**src/logic/uart_pkg.sv**
```systemverilog
// Shared constants, types and register map for the serial port block
`default_nettype none
package uart_pkg;
	// ****************************************************************
	// Register byte offsets and reset values
	// ****************************************************************
	localparam logic [7:0] OFF_BDH   = 8'h00;
	localparam logic [7:0] OFF_BDL   = 8'h04;
	localparam logic [7:0] OFF_CTRL1 = 8'h08;
	localparam logic [7:0] OFF_CTRL2 = 8'h0C;
	localparam logic [7:0] OFF_STAT  = 8'h10;
	localparam logic [7:0] OFF_DATA  = 8'h14;
	localparam logic [7:0] RST_BDH   = 8'h00;
	localparam logic [7:0] RST_BDL   = 8'h04;
	localparam logic [7:0] RST_CTRL  = 8'h00;

	// ****************************************************************
	// Field positions
	// ****************************************************************
	localparam int BDH_BRK_IE  = 7;
	localparam int BDH_EDGE_IE = 6;
	localparam int C1_TX_INV   = 5;
	localparam int C1_NINE     = 4;
	localparam int C1_WAKE_ADR = 3;
	localparam int C1_PAR_EN   = 1;
	localparam int C1_PAR_ODD  = 0;
	localparam int C2_TX_EN    = 3;
	localparam int C2_RX_EN    = 2;
	localparam int C2_RX_SLEEP = 1;
	localparam int C2_SEND_BRK = 0;

	// ****************************************************************
	// Cycle and bit counts
	// ****************************************************************
	localparam logic [3:0] OVS_LAST    = 4'hF;  // 16 samples per bit
	localparam logic [3:0] SMP_FIRST   = 4'h7;
	localparam logic [3:0] SMP_LAST    = 4'h9;
	localparam logic [3:0] TX_BRK_BITS = 4'hD;  // 13 bit times; the 11-bit shift register sends 11 low, then 2 high
	localparam logic [7:0] RX_BRK_TKS  = 8'hB0; // 11 bits x 16
	localparam logic [7:0] IDLE8_TKS   = 8'hA0; // 10 bits x 16
	localparam logic [7:0] IDLE9_TKS   = 8'hB0; // 11 bits x 16

	// ****************************************************************
	// Types
	// ****************************************************************
	typedef struct packed {
		logic tdre;
		logic tc;
		logic rdrf;
		logic idle;
		logic overrun;
		logic noise;
		logic framing;
		logic parity_err;
		logic rx_edge;
		logic line_break;
	} status_t;

	typedef enum logic [1:0] {
		TX_IDLE  = 2'b01,
		TX_SHIFT = 2'b10
	} tx_state_t;

	typedef enum logic [3:0] {
		RX_IDLE  = 4'b0001,
		RX_START = 4'b0010,
		RX_DATA  = 4'b0100,
		RX_STOP  = 4'b1000
	} rx_state_t;
endpackage
`default_nettype wire

```
**src/logic/serial_async_baud_and_frame.sv**
```systemverilog
// Asynchronous serial transmitter/receiver with modulo baud generator and APB registers
//
// Chosen here: the register addresses and the APB interface to the registers.
`timescale 1ns/1ps
`default_nettype none
module serial_async_baud_and_frame
	import uart_pkg::*;
(
	input  wire logic        core_clk_i,
	input  wire logic        sys_rst_i,
	input  wire logic [7:0]  paddr_i,
	input  wire logic        psel_i,
	input  wire logic        penable_i,
	input  wire logic        pwrite_i,
	input  wire logic [31:0] pwdata_i,
	output logic      [31:0] prdata_o,
	output logic             pready_o,
	output logic             pslverr_o,
	input  wire logic        rxd_i,
	output logic             txd_o,
	output logic             break_irq_o,
	output logic             edge_irq_o
);
	// ****************************************************************
	// Declarations
	// ****************************************************************
	logic [7:0]  bdh_ff, bdl_ff, ctrl1_ff, ctrl2_ff;
	logic [4:0]  hi_buf_ff;
	logic        armed_ff;
	logic [12:0] baud_cnt_ff;
	logic        tick_ff;
	logic [12:0] divisor;
	status_t     stat_ff, st_set, st_clr;
	logic [31:0] prdata_ff, rd_mux;
	logic        mapped, wr_acc, rd_acc;
	logic [8:0]  tx_hold_ff, rx_data_ff;
	tx_state_t   tx_state_ff;
	logic [3:0]  tx_sub_ff, tx_bits_ff;
	logic [10:0] tx_shift_ff;
	logic        txd_ff, tx_load, tx_brk_load, tx_end;
	logic        rx_s1_ff, rx_s2_ff, rx_s3_ff, rx_line_ff, rx_prev_ff;
	rx_state_t   rx_state_ff;
	logic [3:0]  rx_sub_ff, rx_bits_ff;
	logic [2:0]  rx_smp_ff;
	logic [8:0]  rx_shift_ff;
	logic        rx_noise_ff, rx_fall, bit_val, bit_noisy, rx_done;
	logic [8:0]  rx_char;
	logic        rx_accept, idle_evt, brk_evt;
	logic [7:0]  idle_cnt_ff, brk_cnt_ff;
	logic        idle_armed_ff, brk_seen_ff;
	logic        brk_irq_ff, edge_irq_ff;
	logic        nine, rx_en;
	logic [3:0]  n_bits;

	// Majority of three samples
	function automatic logic maj3(input logic [2:0] s);
		maj3 = (s[0] & s[1]) | (s[0] & s[2]) | (s[1] & s[2]);
	endfunction

	// Replace the character's top bit with the parity bit
	function automatic logic [8:0] add_par(input logic [8:0] d, input logic nb,
		input logic pe, input logic odd);
		logic [8:0] r;
		r = d;
		if (pe && nb) begin
			r[8] = (^d[7:0]) ^ odd;
		end else if (pe) begin
			r[7] = (^d[6:0]) ^ odd;
			r[8] = 1'b0;
		end
		add_par = r;
	endfunction

	assign nine     = ctrl1_ff[C1_NINE];
	assign rx_en    = ctrl2_ff[C2_RX_EN];
	assign n_bits   = nine ? 4'h9 : 4'h8;
	assign divisor  = {bdh_ff[4:0], bdl_ff};

	// ****************************************************************
	// APB slave
	// ****************************************************************
	// Zero wait states; unmapped addresses answer with an error
	assign mapped = (paddr_i == OFF_BDH) || (paddr_i == OFF_BDL) ||
		(paddr_i == OFF_CTRL1) || (paddr_i == OFF_CTRL2) ||
		(paddr_i == OFF_STAT) || (paddr_i == OFF_DATA);
	assign wr_acc    = psel_i & penable_i & pwrite_i & mapped;
	assign rd_acc    = psel_i & penable_i & ~pwrite_i & mapped;
	assign pready_o  = 1'b1;
	assign pslverr_o = psel_i & penable_i & ~mapped;
	assign prdata_o  = prdata_ff;

	// Read mux, captured in the setup phase so data comes from a flop
	always_comb begin
		rd_mux = 32'h0000_0000;
		if (paddr_i == OFF_BDH) begin
			rd_mux[7:0] = bdh_ff;
		end else if (paddr_i == OFF_BDL) begin
			rd_mux[7:0] = bdl_ff;
		end else if (paddr_i == OFF_CTRL1) begin
			rd_mux[7:0] = ctrl1_ff;
		end else if (paddr_i == OFF_CTRL2) begin
			rd_mux[7:0] = ctrl2_ff;
		end else if (paddr_i == OFF_STAT) begin
			rd_mux[9:0] = stat_ff;
		end else if (paddr_i == OFF_DATA) begin
			rd_mux[8:0] = rx_data_ff;
		end
	end

	always_ff @(posedge core_clk_i) begin
		if (sys_rst_i) begin
			prdata_ff <= 32'h0000_0000;
		end else if (psel_i && !penable_i && !pwrite_i) begin
			prdata_ff <= rd_mux;
		end
	end

	// ****************************************************************
	// Control and divisor registers
	// ****************************************************************
	// High half only reaches the divisor when the low half is written
	always_ff @(posedge core_clk_i) begin
		if (sys_rst_i) begin
			bdh_ff    <= RST_BDH;
			hi_buf_ff <= RST_BDH[4:0];
			bdl_ff    <= RST_BDL;
		end else if (wr_acc && paddr_i == OFF_BDH) begin
			bdh_ff[7:6] <= pwdata_i[7:6];
			hi_buf_ff   <= pwdata_i[4:0];
		end else if (wr_acc && paddr_i == OFF_BDL) begin
			bdl_ff       <= pwdata_i[7:0];
			bdh_ff[4:0]  <= hi_buf_ff;
		end
	end

	// Sleep bit is also cleared by a wakeup event
	always_ff @(posedge core_clk_i) begin
		if (sys_rst_i) begin
			ctrl1_ff <= RST_CTRL;
			ctrl2_ff <= RST_CTRL;
		end else begin
			if (wr_acc && paddr_i == OFF_CTRL1) begin
				ctrl1_ff <= {2'b00, pwdata_i[5:3], 1'b0, pwdata_i[1:0]};
			end
			if (wr_acc && paddr_i == OFF_CTRL2) begin
				ctrl2_ff <= {4'h0, pwdata_i[3:0]};
			end else if (ctrl2_ff[C2_RX_SLEEP] && (idle_evt && !ctrl1_ff[C1_WAKE_ADR] ||
				rx_done && ctrl1_ff[C1_WAKE_ADR] && rx_char[n_bits - 4'h1])) begin
				ctrl2_ff[C2_RX_SLEEP] <= 1'b0;
			end
		end
	end

	// ****************************************************************
	// Baud generator
	// ****************************************************************
	// Non-zero reset divisor would otherwise burn power before use
	always_ff @(posedge core_clk_i) begin
		if (sys_rst_i) begin
			armed_ff <= 1'b0;
		end else if (wr_acc && paddr_i == OFF_CTRL2 && (pwdata_i[C2_TX_EN] || pwdata_i[C2_RX_EN])) begin
			armed_ff <= 1'b1;
		end
	end

	// One tick per divisor cycles gives sixteen ticks per bit
	always_ff @(posedge core_clk_i) begin
		if (sys_rst_i || !armed_ff || divisor == 13'h0000) begin
			baud_cnt_ff <= 13'h0000;
			tick_ff     <= 1'b0;
		end else if (baud_cnt_ff >= divisor - 13'h0001) begin
			baud_cnt_ff <= 13'h0000;
			tick_ff     <= 1'b1;
		end else begin
			baud_cnt_ff <= baud_cnt_ff + 13'h0001;
			tick_ff     <= 1'b0;
		end
	end

	// ****************************************************************
	// Transmitter
	// ****************************************************************
	// Break takes priority over queued data while the send bit is set
	assign tx_brk_load = (tx_state_ff == TX_IDLE) & ctrl2_ff[C2_TX_EN] & ctrl2_ff[C2_SEND_BRK];
	assign tx_load = (tx_state_ff == TX_IDLE) & ctrl2_ff[C2_TX_EN] & ~ctrl2_ff[C2_SEND_BRK]
		& ~stat_ff.tdre & ~(wr_acc && paddr_i == OFF_DATA);
	assign tx_end = (tx_state_ff == TX_SHIFT) & tick_ff & (tx_sub_ff == OVS_LAST)
		& (tx_bits_ff == 4'h1);

	always_ff @(posedge core_clk_i) begin
		if (sys_rst_i) begin
			tx_hold_ff <= 9'h000;
		end else if (wr_acc && paddr_i == OFF_DATA) begin
			tx_hold_ff <= pwdata_i[8:0];
		end
	end

	// Shift register fills with ones so the stop bit follows the data
	always_ff @(posedge core_clk_i) begin
		if (sys_rst_i) begin
			tx_state_ff <= TX_IDLE;
			tx_shift_ff <= 11'h7FF;
			tx_sub_ff   <= 4'h0;
			tx_bits_ff  <= 4'h0;
		end else begin
			case (tx_state_ff)
				TX_IDLE: begin
					tx_sub_ff <= 4'h0;
					if (tx_brk_load) begin
						tx_shift_ff <= 11'h000;
						tx_bits_ff  <= TX_BRK_BITS;
						tx_state_ff <= TX_SHIFT;
					end else if (tx_load) begin
						tx_shift_ff <= {1'b1, add_par(tx_hold_ff, nine,
							ctrl1_ff[C1_PAR_EN], ctrl1_ff[C1_PAR_ODD]), 1'b0};
						if (!nine) begin
							tx_shift_ff[9] <= 1'b1;
						end
						tx_bits_ff  <= n_bits + 4'h2;
						tx_state_ff <= TX_SHIFT;
					end
				end
				TX_SHIFT: begin
					if (tick_ff) begin
						tx_sub_ff <= tx_sub_ff + 4'h1;
						if (tx_sub_ff == OVS_LAST) begin
							tx_shift_ff <= {1'b1, tx_shift_ff[10:1]};
							tx_bits_ff  <= tx_bits_ff - 4'h1;
							if (tx_bits_ff == 4'h1) begin
								tx_state_ff <= TX_IDLE;
							end
						end
					end
				end
				default: tx_state_ff <= TX_IDLE;
			endcase
		end
	end

	// Registered pin; idle line is mark before inversion
	always_ff @(posedge core_clk_i) begin
		if (sys_rst_i) begin
			txd_ff <= 1'b1;
		end else begin
			txd_ff <= ((tx_state_ff == TX_SHIFT) ? tx_shift_ff[0] : 1'b1)
				^ ctrl1_ff[C1_TX_INV];
		end
	end
	assign txd_o = txd_ff;

	// ****************************************************************
	// Receiver
	// ****************************************************************
	// Three-stage sync; line changes only once stages two and three agree
	always_ff @(posedge core_clk_i) begin
		if (sys_rst_i) begin
			rx_s1_ff   <= 1'b1;
			rx_s2_ff   <= 1'b1;
			rx_s3_ff   <= 1'b1;
			rx_line_ff <= 1'b1;
			rx_prev_ff <= 1'b1;
		end else begin
			rx_s1_ff   <= rxd_i;
			rx_s2_ff   <= rx_s1_ff;
			rx_s3_ff   <= rx_s2_ff;
			rx_prev_ff <= rx_line_ff;
			if (rx_s2_ff == rx_s3_ff) begin
				rx_line_ff <= rx_s3_ff;
			end
		end
	end

	assign rx_fall   = rx_prev_ff & ~rx_line_ff;
	assign bit_val   = maj3(rx_smp_ff);
	assign bit_noisy = ~(&rx_smp_ff) & (|rx_smp_ff);
	assign rx_done   = (rx_state_ff == RX_STOP) & tick_ff & (rx_sub_ff == OVS_LAST);
	assign rx_char   = nine ? rx_shift_ff : {1'b0, rx_shift_ff[8:1]};
	// Asleep receivers drop characters unless an address mark wakes them
	assign rx_accept = rx_done & (~ctrl2_ff[C2_RX_SLEEP] |
		(ctrl1_ff[C1_WAKE_ADR] & rx_char[n_bits - 4'h1]));

	// Sample at ticks 7, 8, 9 of each bit, decide at tick 15
	always_ff @(posedge core_clk_i) begin
		if (sys_rst_i || !rx_en) begin
			rx_state_ff <= RX_IDLE;
			rx_sub_ff   <= 4'h0;
			rx_bits_ff  <= 4'h0;
			rx_smp_ff   <= 3'b111;
			rx_shift_ff <= 9'h000;
			rx_noise_ff <= 1'b0;
		end else if (rx_state_ff == RX_IDLE) begin
			rx_sub_ff <= 4'h0;
			if (rx_fall) begin
				rx_state_ff <= RX_START;
				rx_noise_ff <= 1'b0;
			end
		end else if (tick_ff) begin
			rx_sub_ff <= rx_sub_ff + 4'h1;
			if (rx_sub_ff >= SMP_FIRST && rx_sub_ff <= SMP_LAST) begin
				rx_smp_ff[2'(rx_sub_ff - SMP_FIRST)] <= rx_line_ff;
			end
			if (rx_sub_ff == OVS_LAST) begin
				rx_noise_ff <= rx_noise_ff | bit_noisy;
				case (rx_state_ff)
					RX_START: begin
						rx_bits_ff  <= 4'h0;
						rx_state_ff <= bit_val ? RX_IDLE : RX_DATA;
					end
					RX_DATA: begin
						rx_shift_ff <= {bit_val, rx_shift_ff[8:1]};
						rx_bits_ff  <= rx_bits_ff + 4'h1;
						if (rx_bits_ff == n_bits - 4'h1) begin
							rx_state_ff <= RX_STOP;
						end
					end
					default: rx_state_ff <= RX_IDLE;
				endcase
			end
		end
	end

	always_ff @(posedge core_clk_i) begin
		if (sys_rst_i) begin
			rx_data_ff <= 9'h000;
		end else if (rx_accept && !stat_ff.rdrf) begin
			rx_data_ff <= rx_char;
		end
	end

	// Idle needs a full character of mark after activity; break needs 11 bits of space
	always_ff @(posedge core_clk_i) begin
		if (sys_rst_i || !rx_en) begin
			idle_cnt_ff   <= 8'h00;
			brk_cnt_ff    <= 8'h00;
			idle_armed_ff <= 1'b0;
			brk_seen_ff   <= 1'b0;
		end else begin
			if (rx_fall) begin
				idle_armed_ff <= 1'b1;
			end else if (idle_evt) begin
				idle_armed_ff <= 1'b0;
			end
			if (!rx_line_ff) begin
				idle_cnt_ff <= 8'h00;
			end else if (tick_ff && idle_cnt_ff != 8'hFF) begin
				idle_cnt_ff <= idle_cnt_ff + 8'h01;
			end
			if (rx_line_ff) begin
				brk_cnt_ff  <= 8'h00;
				brk_seen_ff <= 1'b0;
			end else if (tick_ff && brk_cnt_ff != RX_BRK_TKS) begin
				brk_cnt_ff <= brk_cnt_ff + 8'h01;
			end else if (brk_evt) begin
				brk_seen_ff <= 1'b1;
			end
		end
	end
	assign idle_evt = idle_armed_ff & (idle_cnt_ff == (nine ? IDLE9_TKS : IDLE8_TKS));
	assign brk_evt  = (brk_cnt_ff == RX_BRK_TKS) & ~brk_seen_ff;

	// ****************************************************************
	// Status flags
	// ****************************************************************
	// Hardware sets win over software clears in the same cycle
	always_comb begin
		st_set            = '0;
		st_clr            = '0;
		st_set.tdre       = tx_load;
		st_set.tc         = tx_end & stat_ff.tdre;
		st_set.rdrf       = rx_accept & ~stat_ff.rdrf;
		st_set.overrun    = rx_accept & stat_ff.rdrf;
		st_set.noise      = rx_accept & (rx_noise_ff | bit_noisy);
		st_set.framing    = rx_accept & ~bit_val;
		st_set.parity_err = rx_accept & ctrl1_ff[C1_PAR_EN] &
			((nine ? ^rx_char[8:0] : ^rx_char[7:0]) != ctrl1_ff[C1_PAR_ODD]);
		st_set.idle       = idle_evt;
		st_set.rx_edge    = rx_fall & rx_en;
		st_set.line_break = brk_evt;
		if (wr_acc && paddr_i == OFF_STAT) begin
			st_clr = pwdata_i[9:0];
			st_clr.tdre = 1'b0;
			st_clr.rdrf = 1'b0;
		end
		if (wr_acc && paddr_i == OFF_DATA) begin
			st_clr.tdre = 1'b1;
			st_clr.tc   = 1'b1;
		end
		if (rd_acc && paddr_i == OFF_DATA) begin
			st_clr.rdrf = 1'b1;
		end
	end

	always_ff @(posedge core_clk_i) begin
		if (sys_rst_i) begin
			stat_ff      <= '0;
			stat_ff.tdre <= 1'b1;
			stat_ff.tc   <= 1'b1;
		end else begin
			stat_ff <= (stat_ff & ~st_clr) | st_set;
		end
	end

	// Flag-driven requests gated by the enables in the high divisor byte
	always_ff @(posedge core_clk_i) begin
		if (sys_rst_i) begin
			brk_irq_ff  <= 1'b0;
			edge_irq_ff <= 1'b0;
		end else begin
			brk_irq_ff  <= stat_ff.line_break & bdh_ff[BDH_BRK_IE];
			edge_irq_ff <= stat_ff.rx_edge & bdh_ff[BDH_EDGE_IE];
		end
	end
	assign break_irq_o = brk_irq_ff;
	assign edge_irq_o  = edge_irq_ff;
endmodule
`default_nettype wire

```
**config.mk**
```make
export PLATFORM = sky130hd
export DESIGN_NAME = serial_async_baud_and_frame
export DESIGN_NICKNAME = d
export VERILOG_FILES = /design/src/logic/uart_pkg.sv /design/src/logic/serial_async_baud_and_frame.sv
export SDC_FILE = /design/constraint.sdc
export NUM_CORES = 1
export LEC_CHECK = 0
export BUFFER_PORTS_ARGS = -buffer_cell sky130_fd_sc_hd__buf_2
export CAP_MARGIN = 20
export CORE_ASPECT_RATIO = 0.7
export CORE_MARGIN = 2
export CORE_UTILIZATION = 45
export DETAILED_ROUTE_END_ITERATION = 7
export PLACE_DENSITY = 0.72
export SLEW_MARGIN = 30
export SYNTH_ARGS = -nofsm -noshare
export SYNTH_HDL_FRONTEND = slang
export SYNTH_SLANG_ARGS = --single-unit
```
**constraint.sdc**
```tcl
create_clock -name core_clk_i -period 3.2 [get_ports core_clk_i]
set_input_delay 0.64 -clock core_clk_i [delete_from_list [all_inputs] [get_ports core_clk_i]]
set_output_delay 0.64 -clock core_clk_i [all_outputs]
set_load 0.02 [all_outputs]
```
==> impl_results.md <==
* Vias/cell at 5.43
* Tcrit/Tclk final at 90.6%
* Final setup violating endpoints at 0
* Die Wd at 162 µm
* CTS tree: built
* Drt drc at 0
* Overflow after GRT at 0
* Filler cells at 1605
* HP Start: rxd_i
* Number of synthesized flops with an enable pin at 0
* Via count at 6352
* Dpl hpwl at 13000 µm
* I/O Buffers at 36
* R2R Setup Slk at 0.30 ns
* Static Leak at 3.30 nW
* Yosys warning total at 0
* P&R area growth vs syn at 11.4%
* WL/cell at 15.8 µm
* Clock latency on the worst-skew pair at 0.42 ns
* TritonCTS Sinks at 154
* Core area at 17100 µm²
* Total CTS buffers at 17
* Avg Synthesized Cell Area at 8.78 µm²
* Worst slew pin tran at 0.778 ns
* Hold Crit Depth at 2
* Die Area at 18600 µm²
* Power Density at 462 nW/µm²
* Layout Skew at 0.00964 ns
* Hold_buf cts at 0
* 1st-iter DRT viols at 678
* DP Worst Slack at 0.252 ns
* Synthesized instance count at 895
* Root Buffer Master: clkbuf_16
* Final nets at 1000
* Drt total wl at 18500 µm
* Synth unique cells at 73
* CTS resizes at 0
* Share of cells above drive strength 1 at 12.0%
* Number of diodes at 0
* First-pass GRT wire length at 29600 µm
* Seq/Total Area, Yosys at 39.2%
* Final min period at 2.90 ns
* Peak supply drop at 293 µV
* Total GRT Usage at 20.2%
* Final hold violation count at 0
* Arr. time, crit path at 3.20 ns
* Largest net degree at the start of global routing at 43
* Status: completed
* RSZ-0062 raised after global routing: false
* Ys flop type: dfxtp_1
* Asr flop ratio synth at 0%
* H-Tree Depth at 4
* Die Y at 115 µm
* Clock slew at reported path FFs at 0.06 ns
* Vias in the first global route at 5497
* Critical R2R Capture: baud_cnt_ff[2]
* Final setup margin at 0.301 ns
* Slew margin rel. at 47.9%
* Hold Crit Class: in2reg
* Worst flop-to-flop path startpoint: bdl_ff[2]
* CTS max path bufs at 2
* Yosys reg bits at 154
* Crit end category: flip-flop
* Core Util, Final at 51.1%
* Max_cap viols at 0
* Max Freq at 0.345 GHz
* FP Rows at 40
* Cell depth of the worst flop-to-flop path at 10
* Max-slew violation count at 0
* Top-level I/O count at 83
* CP startpoint kind: flip-flop
* TNS Setup at 0 ns
* Final weighted congestion in routability-driven placement at 0.893
* Hold EP: rx_s1_ff
* Mapped Area at 7860 µm²
* CP max FO at 13
* Req. time, crit path at 3.50 ns
* Initial antenna violation count at 0
* Remaining antenna violation count at 0
* Initial Utilization at 45.9%
* Kind of critical path: reg2reg
* Pwr Total at 4.04 mW
* Detailed Routing Iterations Pass 1 at 6
* Setup Buffers After CTS at 0
-- synthesized netlist by cell type (9+ instances only) --
| library cell | instances | area [µm²] |
|---|---|---|
| xnor2_1 | 30 | 263 |
| a22oi_1 | 11 | 82.6 |
| ha_1 | 29 | 363 |
| nand2b_1 | 9 | 56.3 |
| a211o_1 | 10 | 87.6 |
| buf_4 | 27 | 203 |
| inv_1 | 29 | 109 |
| a21o_1 | 9 | 67.6 |
| dfxtp_1 | 154 | 3080 |
| a211oi_1 | 15 | 113 |
| xor2_1 | 26 | 228 |
| mux2i_1 | 59 | 591 |
| o21ai_0 | 15 | 75.1 |
| nand2_1 | 66 | 248 |
| nand3_1 | 26 | 130 |
| a21oi_1 | 47 | 235 |
| nor3_1 | 25 | 125 |
| nand4_1 | 22 | 138 |
| clkbuf_1 | 22 | 82.6 |
| nor2_1 | 144 | 541 |
-- power breakdown --
part	total (mW)	switching, mW	internal (mW)	leakage (nW)
combinational	0.133	0.100	0.0322	1.78
sequential	1.92	0.00177	1.92	1.24
clock	1.98	0.874	1.11	0.277
-- per-stage QoR --
stage	cells	area (µm²)	hold WS (ns)
4_1_cts	1169	8750	0.391
6_report	1169	8750	0.398
5_1_grt	1169	8750	0.391
3_3_place_gp	1137	8170	0.397
2_1_floorplan	916	7940	0.389
3_5_place_dp	1137	8170	0.397
-- cells by family (layout without fill, tap and decap cells) --
group	Yosys count	in the layout	synth area share, %
flip-flops	154	154	39.2
AND/OR/NAND/NOR	345	345	21.2
other	2	23	0.0956
AO/OA/AOI/OAI	150	150	13.2
multiplexers	65	65	8.80
buffers and inverters	92	114	6.19
XOR/XNOR	57	57	6.53
adder cells (fa/ha/maj)	30	30	4.74
-- worst max path at each step --
| stage | from | to | slack (ns) |
|---|---|---|---|
| detailed placement | bdl_ff[2] | baud_cnt_ff[9] | 0.25 |
| floorplan | bdl_ff[2] | baud_cnt_ff[10] | 0.28 |
| global route | bdl_ff[2] | baud_cnt_ff[11] | 0.05 |
| global placement | bdl_ff[2] | baud_cnt_ff[12] | 0.35 |
| finish | bdl_ff[2] | baud_cnt_ff[2] | 0.30 |
| CTS | bdl_ff[2] | baud_cnt_ff[2] | 0.21 |
-- per-layer routing --
metal,vias to the layer above,GRT usage (%),part of all wire (%)
met5,-,0,0
li1,3152,-,-
met1,2980,31.4,51
met3,19,5.07,7.5
met2,201,27.3,40
met4,0,5.01,0.81
-- layout by cell type (no fill, tap or decap), drive strengths merged, types with 6 or more instances in the layout --
cell	count
nand3	26
and3	6
a211oi	17
nand2	66
clkbuf	18
inv	33
nor3	25
a22oi	11
xor2	26
dfxtp	154
a21o	9
a211o	10
o21ai	15
conb	23
a21oi	48
ha	29
nor2	145
mux2i	59
xnor2	30
nand4	22
clkinv	6
nor2b	6
nand2b	9
a31oi	6
buf	53
-- critical path, stage by stage, from the launching register on --
cell	delay, ns
dfxtp_1	0.38
nor3_1	0.28
nand3_1	0.15
or3_1	0.36
nor3_1	0.21
xnor2_1	0.11
ha_1	0.30
nand4_1	0.13
a211oi_2	0.35
a31o_2	0.40
nor3_1	0.10
-- registers in the layout (all words and copies together) (netlist names), 9 cells and up --
signal       count
baud_cnt_ff     13
tx_shift_ff     11
prdata_o        10
stat_ff         10
rx_data_ff       9
rx_shift_ff      9
tx_hold_ff       9
-- cell type report --
class | instances | area (µm²) | area share [%]
inverter | 29 | 109 | 1.24
clock buffer | 18 | 439 | 5.02
sequential | 154 | 3080 | 35.2
timing repair buffer | 53 | 310 | 3.55
multi-input combinational | 670 | 4380 | 50.0
clock inverter | 14 | 141 | 1.62
tap | 231 | 289 | 3.30
Power figures use the tool's default switching activity.
